$ cat config.mk
export PLATFORM = sky130hd
export DESIGN_NAME = div_unit
export DESIGN_NICKNAME = d
export VERILOG_FILES = /design/src/design/div_pkg.sv /design/src/design/div_decode.sv /design/src/design/div_unit.sv
export SDC_FILE = /design/constraint.sdc
export NUM_CORES = 1
export LEC_CHECK = 0
export BUFFER_PORTS_ARGS = -buffer_cell sky130_fd_sc_hd__buf_2
export CORE_MARGIN = 2
export CORE_UTILIZATION = 25
export DETAILED_ROUTE_END_ITERATION = 8
export GPL_TIMING_DRIVEN = 0
export HOLD_SLACK_MARGIN = 0.1
export PLACE_DENSITY = 0.46
export SYNTH_ARGS = -nofsm -noshare
export SYNTH_HDL_FRONTEND = slang
export SYNTH_SLANG_ARGS = --single-unit
$ cat constraint.sdc
create_clock -name clk -period 5.5 [get_ports clk]
set_clock_uncertainty 0.2 [all_clocks]
set_input_delay 0.55 -clock clk [delete_from_list [all_inputs] [get_ports clk]]
set_output_delay 0.55 -clock clk [all_outputs]
set_load 0.05 [all_outputs]
$ cat src/design/div_pkg.sv
/*
  Shared types and constants of the integer divide unit: opcodes,
  divide forms, condition flags, request and result carriers.
  Assumes a 16-bit core with a paired multiply/divide register.
*/
`default_nettype none

package div_pkg;

  // ----------------------------------------------------------------
  // Widths and timing
  // ----------------------------------------------------------------
  localparam int unsigned WORD_W    = 16;
  localparam int unsigned DIV_STEPS = 32;      // One quotient bit per cycle

  // ----------------------------------------------------------------
  // First instruction byte of each divide form
  // ----------------------------------------------------------------
  localparam logic [7:0] OPC_SIGNED_SHORT   = 8'h4b;
  localparam logic [7:0] OPC_UNSIGNED_SHORT = 8'h5b;
  localparam logic [7:0] OPC_SIGNED_LONG    = 8'h6b;
  localparam logic [7:0] OPC_UNSIGNED_LONG  = 8'h7b;

  // ----------------------------------------------------------------
  // Special operand values
  // ----------------------------------------------------------------
  localparam logic [15:0] SHORT_OVF_DIVIDEND = 16'h8000;
  localparam logic [15:0] SHORT_OVF_DIVISOR  = 16'hfffe;
  localparam logic [31:0] POS_QUOT_MAX       = 32'h0000_7fff;
  localparam logic [31:0] NEG_QUOT_MAX       = 32'h0000_8000;

  typedef enum logic [1:0] {
    FORM_SIGNED_SHORT          = 2'h0,
    signed_long_quotient_op    = 2'h1,
    unsigned_long_quotient_op  = 2'h2,
    unsigned_short_quotient_op = 2'h3
  } form_t;

  // Condition flags, end-of-table first
  typedef struct packed {
    logic end_table;
    logic zero;
    logic overflow;
    logic carry;
    logic negative;
  } flags_t;

  localparam flags_t FLAGS_RESET = 5'h00;

  // Request from the pipeline: instruction bytes plus operands
  typedef struct packed {
    logic [7:0]  opcode;
    logic [7:0]  reg_byte;
    logic [15:0] divisor_operand;
    logic [15:0] pair_low_word;
    logic [15:0] pair_high_word;
  } div_req_t;

  // Words written back to the multiply/divide pair
  typedef struct packed {
    logic [15:0] pair_low_word;
    logic [15:0] pair_high_word;
  } div_res_t;

endpackage

`default_nettype wire

$ cat src/design/div_decode.sv
/*
  Opcode decoder of the divide unit: maps the first instruction byte
  to a divide form. Purely combinational; the caller registers it.
*/
`default_nettype none

module div_decode
  import div_pkg::*;
(
  // Instruction byte
  input  wire logic [7:0] opcode,
  // Decode result
  output logic            valid,
  output form_t           form
);

  // ----------------------------------------------------------------
  // Opcode match
  // ----------------------------------------------------------------
  // Unknown bytes fall back to a harmless form and are flagged invalid
  always_comb begin
    valid = 1'b1;
    form  = FORM_SIGNED_SHORT;
    unique case (opcode)
      OPC_SIGNED_SHORT:   form = FORM_SIGNED_SHORT;
      OPC_SIGNED_LONG:    form = signed_long_quotient_op;
      OPC_UNSIGNED_LONG:  form = unsigned_long_quotient_op;
      OPC_UNSIGNED_SHORT: form = unsigned_short_quotient_op;
      default:            valid = 1'b0;
    endcase
  end

endmodule

`default_nettype wire

$ cat src/design/div_unit.sv
/*
  Integer divide unit: four divide forms on the multiply/divide pair,
  restoring divider of one quotient bit per cycle on magnitudes.
  Assumes the pipeline supplies the selected divisor register value
  with the request and holds the pair and flags until done.
*/
// Contract
// - Signed short: low word by divisor
// - Signed long: doubleword by divisor
// - Unsigned long: doubleword by divisor
// - Unsigned short: low word by divisor
// - End-of-table and carry always cleared
// - Zero flag tracks zero quotient
// - Negative flag copies quotient sign bit
// - Signed short overflow: zero divisor, 8000/FFFE
// - Long overflow: quotient too wide, zero divisor
// - Unsigned short overflow: zero divisor only
// - Opcodes 4B, 6B select signed forms
// - Opcodes 7B, 5B select unsigned forms
`default_nettype none

module div_unit
  import div_pkg::*;
#(
  parameter int unsigned DATA_W = WORD_W
)
(
  // Clock, reset, enable
  input  wire logic     clk,
  input  wire logic     sys_rst,
  input  wire logic     ce,
  // Request from the pipeline
  input  wire logic     start,
  input  wire div_req_t req,
  // Answer to the pipeline
  output logic          busy,
  output logic          done,
  output logic          illegal,
  output logic [7:0]    reg_sel,
  output div_res_t      result,
  output flags_t        flags
);

  // ----------------------------------------------------------------
  // Elaboration check
  // ----------------------------------------------------------------
  if (DATA_W != 16) begin : g_bad_width
    $error("div_unit serves a 16-bit word only");
  end

  // ----------------------------------------------------------------
  // State
  // ----------------------------------------------------------------
  typedef enum logic [1:0] {
    ST_IDLE = 2'b00,
    ST_RUN  = 2'b01,
    ST_FIN  = 2'b11
  } div_state_t;

  typedef struct packed {
    div_state_t  st;
    logic [4:0]  cnt;
    form_t       form;
    logic [31:0] dvd;       // Shifts out dividend, shifts in quotient
    logic [15:0] rem;
    logic [15:0] dvs;       // Divisor magnitude
    logic [15:0] dvs_raw;
    logic [31:0] orig;      // Dividend as a 32-bit value
    logic        busy;
    logic        done;
    logic        illegal;
    logic [7:0]  sel;
    div_res_t    res;
    flags_t      flags;
  } unit_t;

  unit_t s_q;
  unit_t s_d;

  logic        dec_valid;
  form_t       dec_form;
  logic        accept;
  logic        sgn_in;
  logic [31:0] dvd_in;
  logic [16:0] trial;
  logic        sgn;
  logic        q_neg;
  logic [31:0] q_full;
  logic [15:0] r_word;
  logic        div0;
  logic        ovf;

  div_decode u_decode (
    .opcode (req.opcode),
    .valid  (dec_valid),
    .form   (dec_form)
  );

  // ----------------------------------------------------------------
  // Operand preparation and step arithmetic
  // ----------------------------------------------------------------
  // Signed forms divide magnitudes and fix the signs at the end
  always_comb begin
    accept = start && (s_q.st == ST_IDLE) && dec_valid;
    sgn_in = (dec_form == FORM_SIGNED_SHORT) || (dec_form == signed_long_quotient_op);
    unique case (dec_form)
      FORM_SIGNED_SHORT:          dvd_in = {{16{req.pair_low_word[15]}},
                                            req.pair_low_word};
      unsigned_short_quotient_op: dvd_in = {16'h0000, req.pair_low_word};
      default:                    dvd_in = {req.pair_high_word,
                                            req.pair_low_word};
    endcase
    trial  = {s_q.rem, s_q.dvd[31]} - {1'b0, s_q.dvs};
    sgn    = (s_q.form == FORM_SIGNED_SHORT) || (s_q.form == signed_long_quotient_op);
    q_neg  = sgn && (s_q.orig[31] ^ s_q.dvs_raw[15]);
    q_full = q_neg ? (32'h0 - s_q.dvd) : s_q.dvd;
    // Remainder takes the dividend's sign (truncating division)
    r_word = (sgn && s_q.orig[31]) ? (16'h0 - s_q.rem) : s_q.rem;
    div0   = (s_q.dvs_raw == 16'h0000);
    unique case (s_q.form)
      FORM_SIGNED_SHORT:          ovf = div0 ||
                                        ((s_q.orig[15:0] == SHORT_OVF_DIVIDEND) &&
                                         (s_q.dvs_raw == SHORT_OVF_DIVISOR));
      unsigned_short_quotient_op: ovf = div0;
      unsigned_long_quotient_op:  ovf = div0 || (s_q.dvd[31:16] != 16'h0000);
      default:                    ovf = div0 || (q_neg ? (s_q.dvd > NEG_QUOT_MAX)
                                                       : (s_q.dvd > POS_QUOT_MAX));
    endcase
  end

  // ----------------------------------------------------------------
  // Next state
  // ----------------------------------------------------------------
  always_comb begin
    s_d         = s_q;
    s_d.done    = 1'b0;
    s_d.illegal = 1'b0;
    unique case (s_q.st)
      ST_IDLE: begin
        s_d.illegal = start && !dec_valid;
        if (accept) begin
          s_d.st      = ST_RUN;
          s_d.busy    = 1'b1;
          s_d.cnt     = 5'h00;
          s_d.form    = dec_form;
          s_d.sel     = req.reg_byte;
          s_d.orig    = dvd_in;
          s_d.dvs_raw = req.divisor_operand;
          s_d.dvd     = (sgn_in && dvd_in[31]) ? (32'h0 - dvd_in) : dvd_in;
          s_d.dvs     = (sgn_in && req.divisor_operand[15]) ?
                        (16'h0 - req.divisor_operand) : req.divisor_operand;
          s_d.rem     = 16'h0000;
        end
      end
      ST_RUN: begin
        // Restoring step: keep the difference when no borrow
        if (!trial[16]) begin
          s_d.rem = trial[15:0];
          s_d.dvd = {s_q.dvd[30:0], 1'b1};
        end else begin
          s_d.rem = {s_q.rem[14:0], s_q.dvd[31]};
          s_d.dvd = {s_q.dvd[30:0], 1'b0};
        end
        s_d.cnt = s_q.cnt + 5'h01;
        if (s_q.cnt == 5'(DIV_STEPS - 1)) begin
          s_d.st = ST_FIN;
        end
      end
      ST_FIN: begin
        s_d.st                 = ST_IDLE;
        s_d.busy               = 1'b0;
        s_d.done               = 1'b1;
        s_d.res.pair_low_word  = q_full[15:0];
        s_d.res.pair_high_word = r_word;
        s_d.flags.end_table    = 1'b0;
        s_d.flags.carry        = 1'b0;
        s_d.flags.overflow     = ovf;
        s_d.flags.zero         = (q_full[15:0] == 16'h0000);
        s_d.flags.negative     = q_full[15];
      end
      default: s_d.st = ST_IDLE;
    endcase
  end

  // ----------------------------------------------------------------
  // State register
  // ----------------------------------------------------------------
  // Enable low freezes everything, the divide simply pauses
  always_ff @(posedge clk or posedge sys_rst) begin
    if (sys_rst) begin
      s_q       <= '0;
      s_q.st    <= ST_IDLE;
      s_q.form  <= FORM_SIGNED_SHORT;
      s_q.flags <= FLAGS_RESET;
    end else if (ce) begin
      s_q <= s_d;
    end
  end

  assign busy    = s_q.busy;
  assign done    = s_q.done;
  assign illegal = s_q.illegal;
  assign reg_sel = s_q.sel;
  assign result  = s_q.res;
  assign flags   = s_q.flags;

  // ----------------------------------------------------------------
  // Assertions
  // ----------------------------------------------------------------
  property p_clear_ec;
    @(posedge clk) disable iff (sys_rst)
      done |-> (!flags.end_table && !flags.carry);
  endproperty
  a_clear_ec: assert property (p_clear_ec) else $error("end or carry flag set");

  property p_zero_flag;
    @(posedge clk) disable iff (sys_rst)
      (done && !flags.overflow) |-> (flags.zero == (result.pair_low_word == 16'h0000));
  endproperty
  a_zero_flag: assert property (p_zero_flag) else $error("zero flag wrong");

  property p_neg_flag;
    @(posedge clk) disable iff (sys_rst)
      (done && !flags.overflow) |-> (flags.negative == result.pair_low_word[15]);
  endproperty
  a_neg_flag: assert property (p_neg_flag) else $error("negative flag wrong");

  property p_ss_div0;
    @(posedge clk) disable iff (sys_rst || !ce)
      (accept && dec_form == FORM_SIGNED_SHORT && req.divisor_operand == 16'h0000)
      |-> ##34 (done && flags.overflow);
  endproperty
  a_ss_div0: assert property (p_ss_div0) else $error("zero divisor not flagged");

  property p_us_ovf;
    @(posedge clk) disable iff (sys_rst)
      (done && s_q.form == unsigned_short_quotient_op) |-> (flags.overflow == div0);
  endproperty
  a_us_ovf: assert property (p_us_ovf) else $error("unsigned short overflow wrong");

  property p_ul_fit;
    @(posedge clk) disable iff (sys_rst || !ce)
      (accept && dec_form == unsigned_long_quotient_op &&
       req.pair_high_word < req.divisor_operand) |-> ##34 (done && !flags.overflow);
  endproperty
  a_ul_fit: assert property (p_ul_fit) else $error("unsigned long false overflow");

  property p_us_math;
    @(posedge clk) disable iff (sys_rst)
      (done && s_q.form == unsigned_short_quotient_op && !flags.overflow) |->
      (32'(result.pair_low_word) * 32'(s_q.dvs_raw) + 32'(result.pair_high_word) == s_q.orig);
  endproperty
  a_us_math: assert property (p_us_math) else $error("unsigned short result wrong");

  property p_ul_math;
    @(posedge clk) disable iff (sys_rst)
      (done && s_q.form == unsigned_long_quotient_op && !flags.overflow) |->
      (32'(result.pair_low_word) * 32'(s_q.dvs_raw) + 32'(result.pair_high_word) == s_q.orig);
  endproperty
  a_ul_math: assert property (p_ul_math) else $error("unsigned long result wrong");

  property p_sl_math;
    @(posedge clk) disable iff (sys_rst)
      (done && s_q.form == signed_long_quotient_op && !flags.overflow) |->
      ($signed(result.pair_low_word) * $signed(s_q.dvs_raw) +
       $signed(result.pair_high_word) == $signed(s_q.orig));
  endproperty
  a_sl_math: assert property (p_sl_math) else $error("signed long result wrong");

  property p_ss_sign;
    @(posedge clk) disable iff (sys_rst)
      (done && s_q.form == FORM_SIGNED_SHORT && !flags.overflow && s_q.rem != 16'h0) |->
      (result.pair_high_word[15] == s_q.orig[15]);
  endproperty
  a_ss_sign: assert property (p_ss_sign) else $error("remainder sign wrong");

  property p_illegal;
    @(posedge clk) disable iff (sys_rst || !ce)
      (start && s_q.st == ST_IDLE && !dec_valid) |=> (illegal && !busy);
  endproperty
  a_illegal: assert property (p_illegal) else $error("unknown opcode not refused");

  property p_busy_hold;
    @(posedge clk) disable iff (sys_rst || !ce)
      accept |=> (busy && !done) [*8];
  endproperty
  a_busy_hold: assert property (p_busy_hold) else $error("busy dropped early");

endmodule

`default_nettype wire

Yosys cells after proc, flatten, opt, wreduce, memory -nomap -nowiden
Cells that the tools add are included.
{ "totals": {"ff_bits": 167, "inputBits": 68, "out_inout_bits": 48, "word_cells": 89} }
{ "op_classes": {"n_addsub": 6, "magnitude_cmp": 2, "eq_ne": 16, "mux": 19, "n_bitwise": 1, "reduce_logical": 28} }
{ "op_table": {"columns": ["op", "n"], "rows": [
  ["$mux 122", 1],
  ["$pmux 48 s2", 1],
  ["$pmux 32 s2", 1],
  ["$mux 16", 3],
  ["$sub 1x16->16 const A", 3],
  ["$eq 16x16->1 const B", 2],
  ["$eq 8x7->1 const B", 4],
  ["$gt 32x15->1 const B", 1],
  ["$gt 32x16->1 const B", 1],
  ["$logic_not 16->1", 2],
  ["$mux 32", 1],
  ["$sub 1x32->32 const A", 1],
  ["$mux 17", 1],
  ["$sub 17x16->17", 1],
  ["$reduce_bool 16->1", 1],
  ["$reduce_and 3->1", 4],
  ["$pmux 5 s2", 1],
  ["$mux 9", 1],
  ["$eq 2x2->1 const B", 4],
  ["$logic_and 1x1->1", 8],
  ["$mux 8", 1],
  ["$eq 2x1->1 const B", 3],
  ["$logic_not 2->1", 3],
  ["$pmux 2 s3", 1],
  ["other kinds (14)", 22]
]} }

Depth between registers and ports, before layout
{ "logic_depth": {"word_depth": 8, "depth_mapped": 14, "mapped_depth_nobuf": 11} }

Cells and area by module
Synthesis repeated with hierarchy kept, for this count alone.
{ "unflattened": {"hier_cells": 1149, "hier_area_um2": 9545.4} }
{ "modules_own_cells": {"columns": ["mod", "instances", "cells_per_inst", "area_each_um2", "seq_area_each_um2"], "rows": [
  ["div_unit", 1, 1142, 9479.1, 3753.6],
  ["div_decode", 1, 7, 66.3, 0.0]
]} }

Worst setup path after synthesis
No wires, ideal clock.
{ "synth_path": {"path_kind": "input port to flip-flop", "start": "input req[58] in the netlist's numbering", "end": "register s_q[139] in the netlist's numbering", "setup_time_ns": 0.126, "arrival_time_ns": 2.875, "required_ns": 5.174, "slack_ns": 2.300, "stages": 12, "n_path_buf": 2, "cell_sequence": "nor4bb_1 -> and3_1 -> clkbuf_1 -> nand2_1 -> ha_1 -> a21oi_1 -> a21oi_1 -> clkbuf_1 -> o41ai_1 -> xnor2_1 -> a221oi_1 -> nor2_1"} }
{ "synth_between": {"elab_chain_cells": 8, "word_cells_on_any_way": 19, "cone_classes": "eq/ne (7); mux (6); reduce/logical (6)"} }
{ "synth_rtl": {"columns": ["item", "line_no", "source"], "rows": [
  ["start: declaration", "div_unit.sv:34", "input wire div_req_t req,"],
  ["$eq 8x7->1", "div_decode.sv:24", "unique case (opcode)"],
  ["$pmux 2 s3", "div_decode.sv:24", null],
  ["$eq 2x2->1, or another cell as far along", "div_unit.sv:106", "unique case (dec_form)"],
  ["$pmux 32 s2 / $logic_or 1x1->1 (equally long branches)", "div_unit.sv:106, div_unit.sv:105", null],
  ["$logic_and 1x1->1", "div_unit.sv:149", "s_d.dvd = (sgn_in && dvd_in[31]) ? (32'h0 - dvd_in) : dvd_in;"],
  ["$mux 32", "div_unit.sv:149", null],
  ["$mux 122", "div_unit.sv:141", "if (accept) begin"],
  ["$pmux 48 s2", "div_unit.sv:138", "unique case (s_q.st)"],
  ["end: declaration", "div_unit.sv:77", "unit_t s_q;"]
]} }
Several ways; a longest one is shown, not always the timed one. The select of a mux whose other input is x is not followed.
A chain may end at the register's enable or synchronous reset.

Final worst setup path
{ "layout_path": {"start": "input req[58] in the netlist's numbering", "end": "register s_q[132] in the netlist's numbering"} }
The elaborated chain is that of the path after synthesis.

==> run_results.csv <==
group,metric,value,unit
timing,fin_crit_sh,0.7094,
layout,n_antenna_cell,0,
logic_synthesis,synthCells,1095,
min_path,hold_start,"req[55]",
cts,clk_path_buf_depth,2,
logic_synthesis,ys_warn_count,0,
place,pre_cts_ws,1.177,ns
pwr,p_leak,5.080,nW
drt,drc,0,
worst_setup_path,arrival,4.04,ns
place,placed_cells,1678,
layout,layout-drive-gt1-share,0.1648,
drt,wl,28460,um
logic_synthesis,synthesis.area,9141,um^2
layout,final_area,11060,um^2
timing,layout_min_cycle_time,3.902,ns
drt,ant_nets,0,
worst_setup_path,worst_path_dominant_cell_family,"buffers and inverters",
layout,final_cell_mix,"nand2_1, dfrtp_1, buf_2, o21ai_0",
worst_setup_path,end_kind,"flop",
timing,grt_setup_unrepaired,"false",
timing,setup_viol,0,
cts,clkLatencyLatePin,0.44,ns
global_routing,grt_max_degree,109,
drt,avgViaCountPerCell,4.673,
drt,wl_per_cell,16.57,um
min_path,min_to,"reg_sel[7]",
place,placedInstanceArea,10330,um^2
global_routing,antenna_found_initial,1,
worst_setup_path,r2r-start,"s_q[128]",
timing,hold_violations,0,
layout,postLayoutCoreUtil,0.3042,
pwr,peakVddDrop,0.0002314,V
run_status,outcome,"complete, no violations",
die,start_util,0.2515,
worst_setup_path,crit_path_frequent_cell,"clkbuf_1",
worst_setup_path,critPathMaxStageDelay,0.42,ns
cts,hold_buffers,8,
timing,fmax,256.3,MHz
worst_setup_path,path_max_fanout,10,
cts,cts_buffers,17,
pwr,cellPowerDensity,408.2,nW/um^2
cts,cts_setup_buffers,0,
die,fp.dieW,195.2,um
global_routing,grt_first_pass_wirelength,45280,um
global_routing,grt_overflow,0,
drt,drt_iter0_drc,455,
layout,final_cells,1718,
die,die-area,38110,um^2
worst_setup_path,required,5.64,ns
cts,cts.repair.resized,0,
die,ios,116,
cts,cts_tree,"yes",
place,detailed_place_hpwl,21980,um
cts,clk_pin_slew,0.07,ns
job,maxCapViolCount,0,
cts,cts.sinks,150,
timing,fin_tns_setup,0,ns
die,die_h,195.2,um
drt,drtPass1Iterations,5,
layout,final_common_cell,"nand2_1",
global_routing,grt_pass1_vias,7856,
layout,syn_to_final_growth,20.97,%
min_path,min_path_cells,3,
cts,cts_root_buf,"clkbuf_16",
worst_setup_path,path_class,"primary input to flop",
worst_setup_path,rr_endpoint,"flags[2]",
drt,dr_total_vias,8028,
min_path,hp-class,"primary input to flop",
logic_synthesis,synth.distinct_cells,68,
logic_synthesis,ys_ff_latch,150,
logic_synthesis,syn_area_per_cell,8.348,um^2
timing,relSlewSlack,0.3875,
logic_synthesis,synthFlopType,"dfrtp_1",
logic_synthesis,synth_edf_count,0,
worst_setup_path,crit_buf_inv,4,
cts,htreeDepth,4,
worst_setup_path,start_kind,"primary input",
timing,worstMarginPinSlew,0.9187,ns
timing,setup_ws,1.598,ns
logic_synthesis,yosysSeqAreaShare,0.4106,
global_routing,grt_util_all_layers,0.1527,
place,place_congestion,0.8282,
worst_setup_path,crit_slowest_cell,"clkbuf_1",
layout,nets,1329,
timing,drv_slew,0,
logic_synthesis,synth-async-reset-ratio,1.000,
worst_setup_path,regToRegSetupSlack,2.07,ns
die,core_area,36350,um^2
die,num_rows,70,
place,portBuffers,113,
worst_setup_path,r2r_cells,8,
worst_setup_path,path_cells,"buf_2, nor4bb_1, and3_1, clkbuf_1, nand2_1, ha_1, and2_1, clkbuf_1, a21oi_1, a21o_1, clkbuf_1, a21oi_1, xnor2_1, o21ai_0, a22o_1",
worst max-delay path by stage:
stage	start	to	slack [ns]	depth (start not counted)
finish	req[58]	s_q[132]	1.60	15
global route	req[58]	s_q[132]	1.42	15
CTS	req[58]	s_q[132]	1.63	15
detailed placement	req[58]	s_q[132]	1.18	15
global placement	sys_rst	result[22]	-1.55	2
floorplan	sys_rst	busy	0.71	1
stage by stage:
stage               hold WS (ns)  power, mW
floorplan                 0.2376      2.757
global route              0.1272      4.848
detailed placement        0.2649      3.224
global placement          0.2583      3.215
finish                    0.1131      4.514
CTS                       0.1019      4.546
per-layer routing:
layer / GRT usage / vias up / routed length, um
li1: - / 4057 / -
met4: 0.03845 / 2 / 402
met5: 0 / - / 11
met1: 0.2261 / 3767 / 14640
met3: 0.02746 / 33 / 1183
met2: 0.2280 / 169 / 12230
power breakdown:
part	internal, mW	total [mW]	switching (mW)
Sequential	1.29	1.52	0.231
Clock	0.790	1.30	0.509
Combinational	0.700	1.69	0.991
registers in the layout (all words and copies together), names as in the netlist:
signal / cells
reg_sel: 8
s_q: 105
illegal: 1
flags: 2
result: 32
busy: 1
done: 1
synthesized netlist by cell type, types with 4 or more instances:
master / number / area [um^2]
nand3_1: 20 / 100.1
buf_4: 45 / 337.8
nor2b_1: 7 / 43.79
ha_1: 23 / 287.8
dfrtp_1: 150 / 3754
xor2_1: 48 / 420.4
clkbuf_1: 62 / 232.7
a221oi_1: 6 / 52.55
o41ai_1: 7 / 61.31
nor4_1: 18 / 112.6
nand4_1: 13 / 81.33
a31oi_1: 7 / 43.79
nor3_1: 10 / 50.05
nor2_1: 60 / 225.2
and3_1: 7 / 43.79
mux2i_1: 14 / 140.1
a21oi_1: 62 / 310.3
a22oi_1: 11 / 82.58
xnor2_1: 33 / 289.0
o22ai_1: 13 / 81.33
or2_2: 4 / 25.02
a2bb2oi_1: 4 / 35.03
o31ai_1: 16 / 120.1
a21o_1: 6 / 45.04
or3_1: 6 / 37.54
a211oi_1: 4 / 30.03
nand2_1: 228 / 855.8
o211ai_1: 4 / 30.03
o21ai_0: 91 / 455.4
o21ai_1: 32 / 160.2
inv_1: 30 / 112.6
a22o_1: 4 / 35.03
kinds of logic after synthesis:
logic type	count (synthesis)	synth area share
flops	150	0.4106
mux	14	0.01533
compound gates	283	0.1849
xor+xnor	81	0.07761
other cells	1	0.0004102
buf+inv	140	0.07692
simple gates	402	0.2005
fa+ha+maj	24	0.03367
cell type report:
type / count / area [um^2]
buffer: 110 / 590.6
clock buffer: 19 / 452.9
clock inverter: 13 / 193.9
fill: 3942 / 25290
inverter: 30 / 120.1
multi-input combinational: 806 / 4688
sequential: 150 / 3754
tap: 468 / 585.6
timing repair buffer: 122 / 673.1
tightest hold or removal path, delay by kind of cell:
family        cells  cell delay [ns]
simple gates      2             0.09
buf+inv           1             0.07
Power figures use the tool's default switching activity.
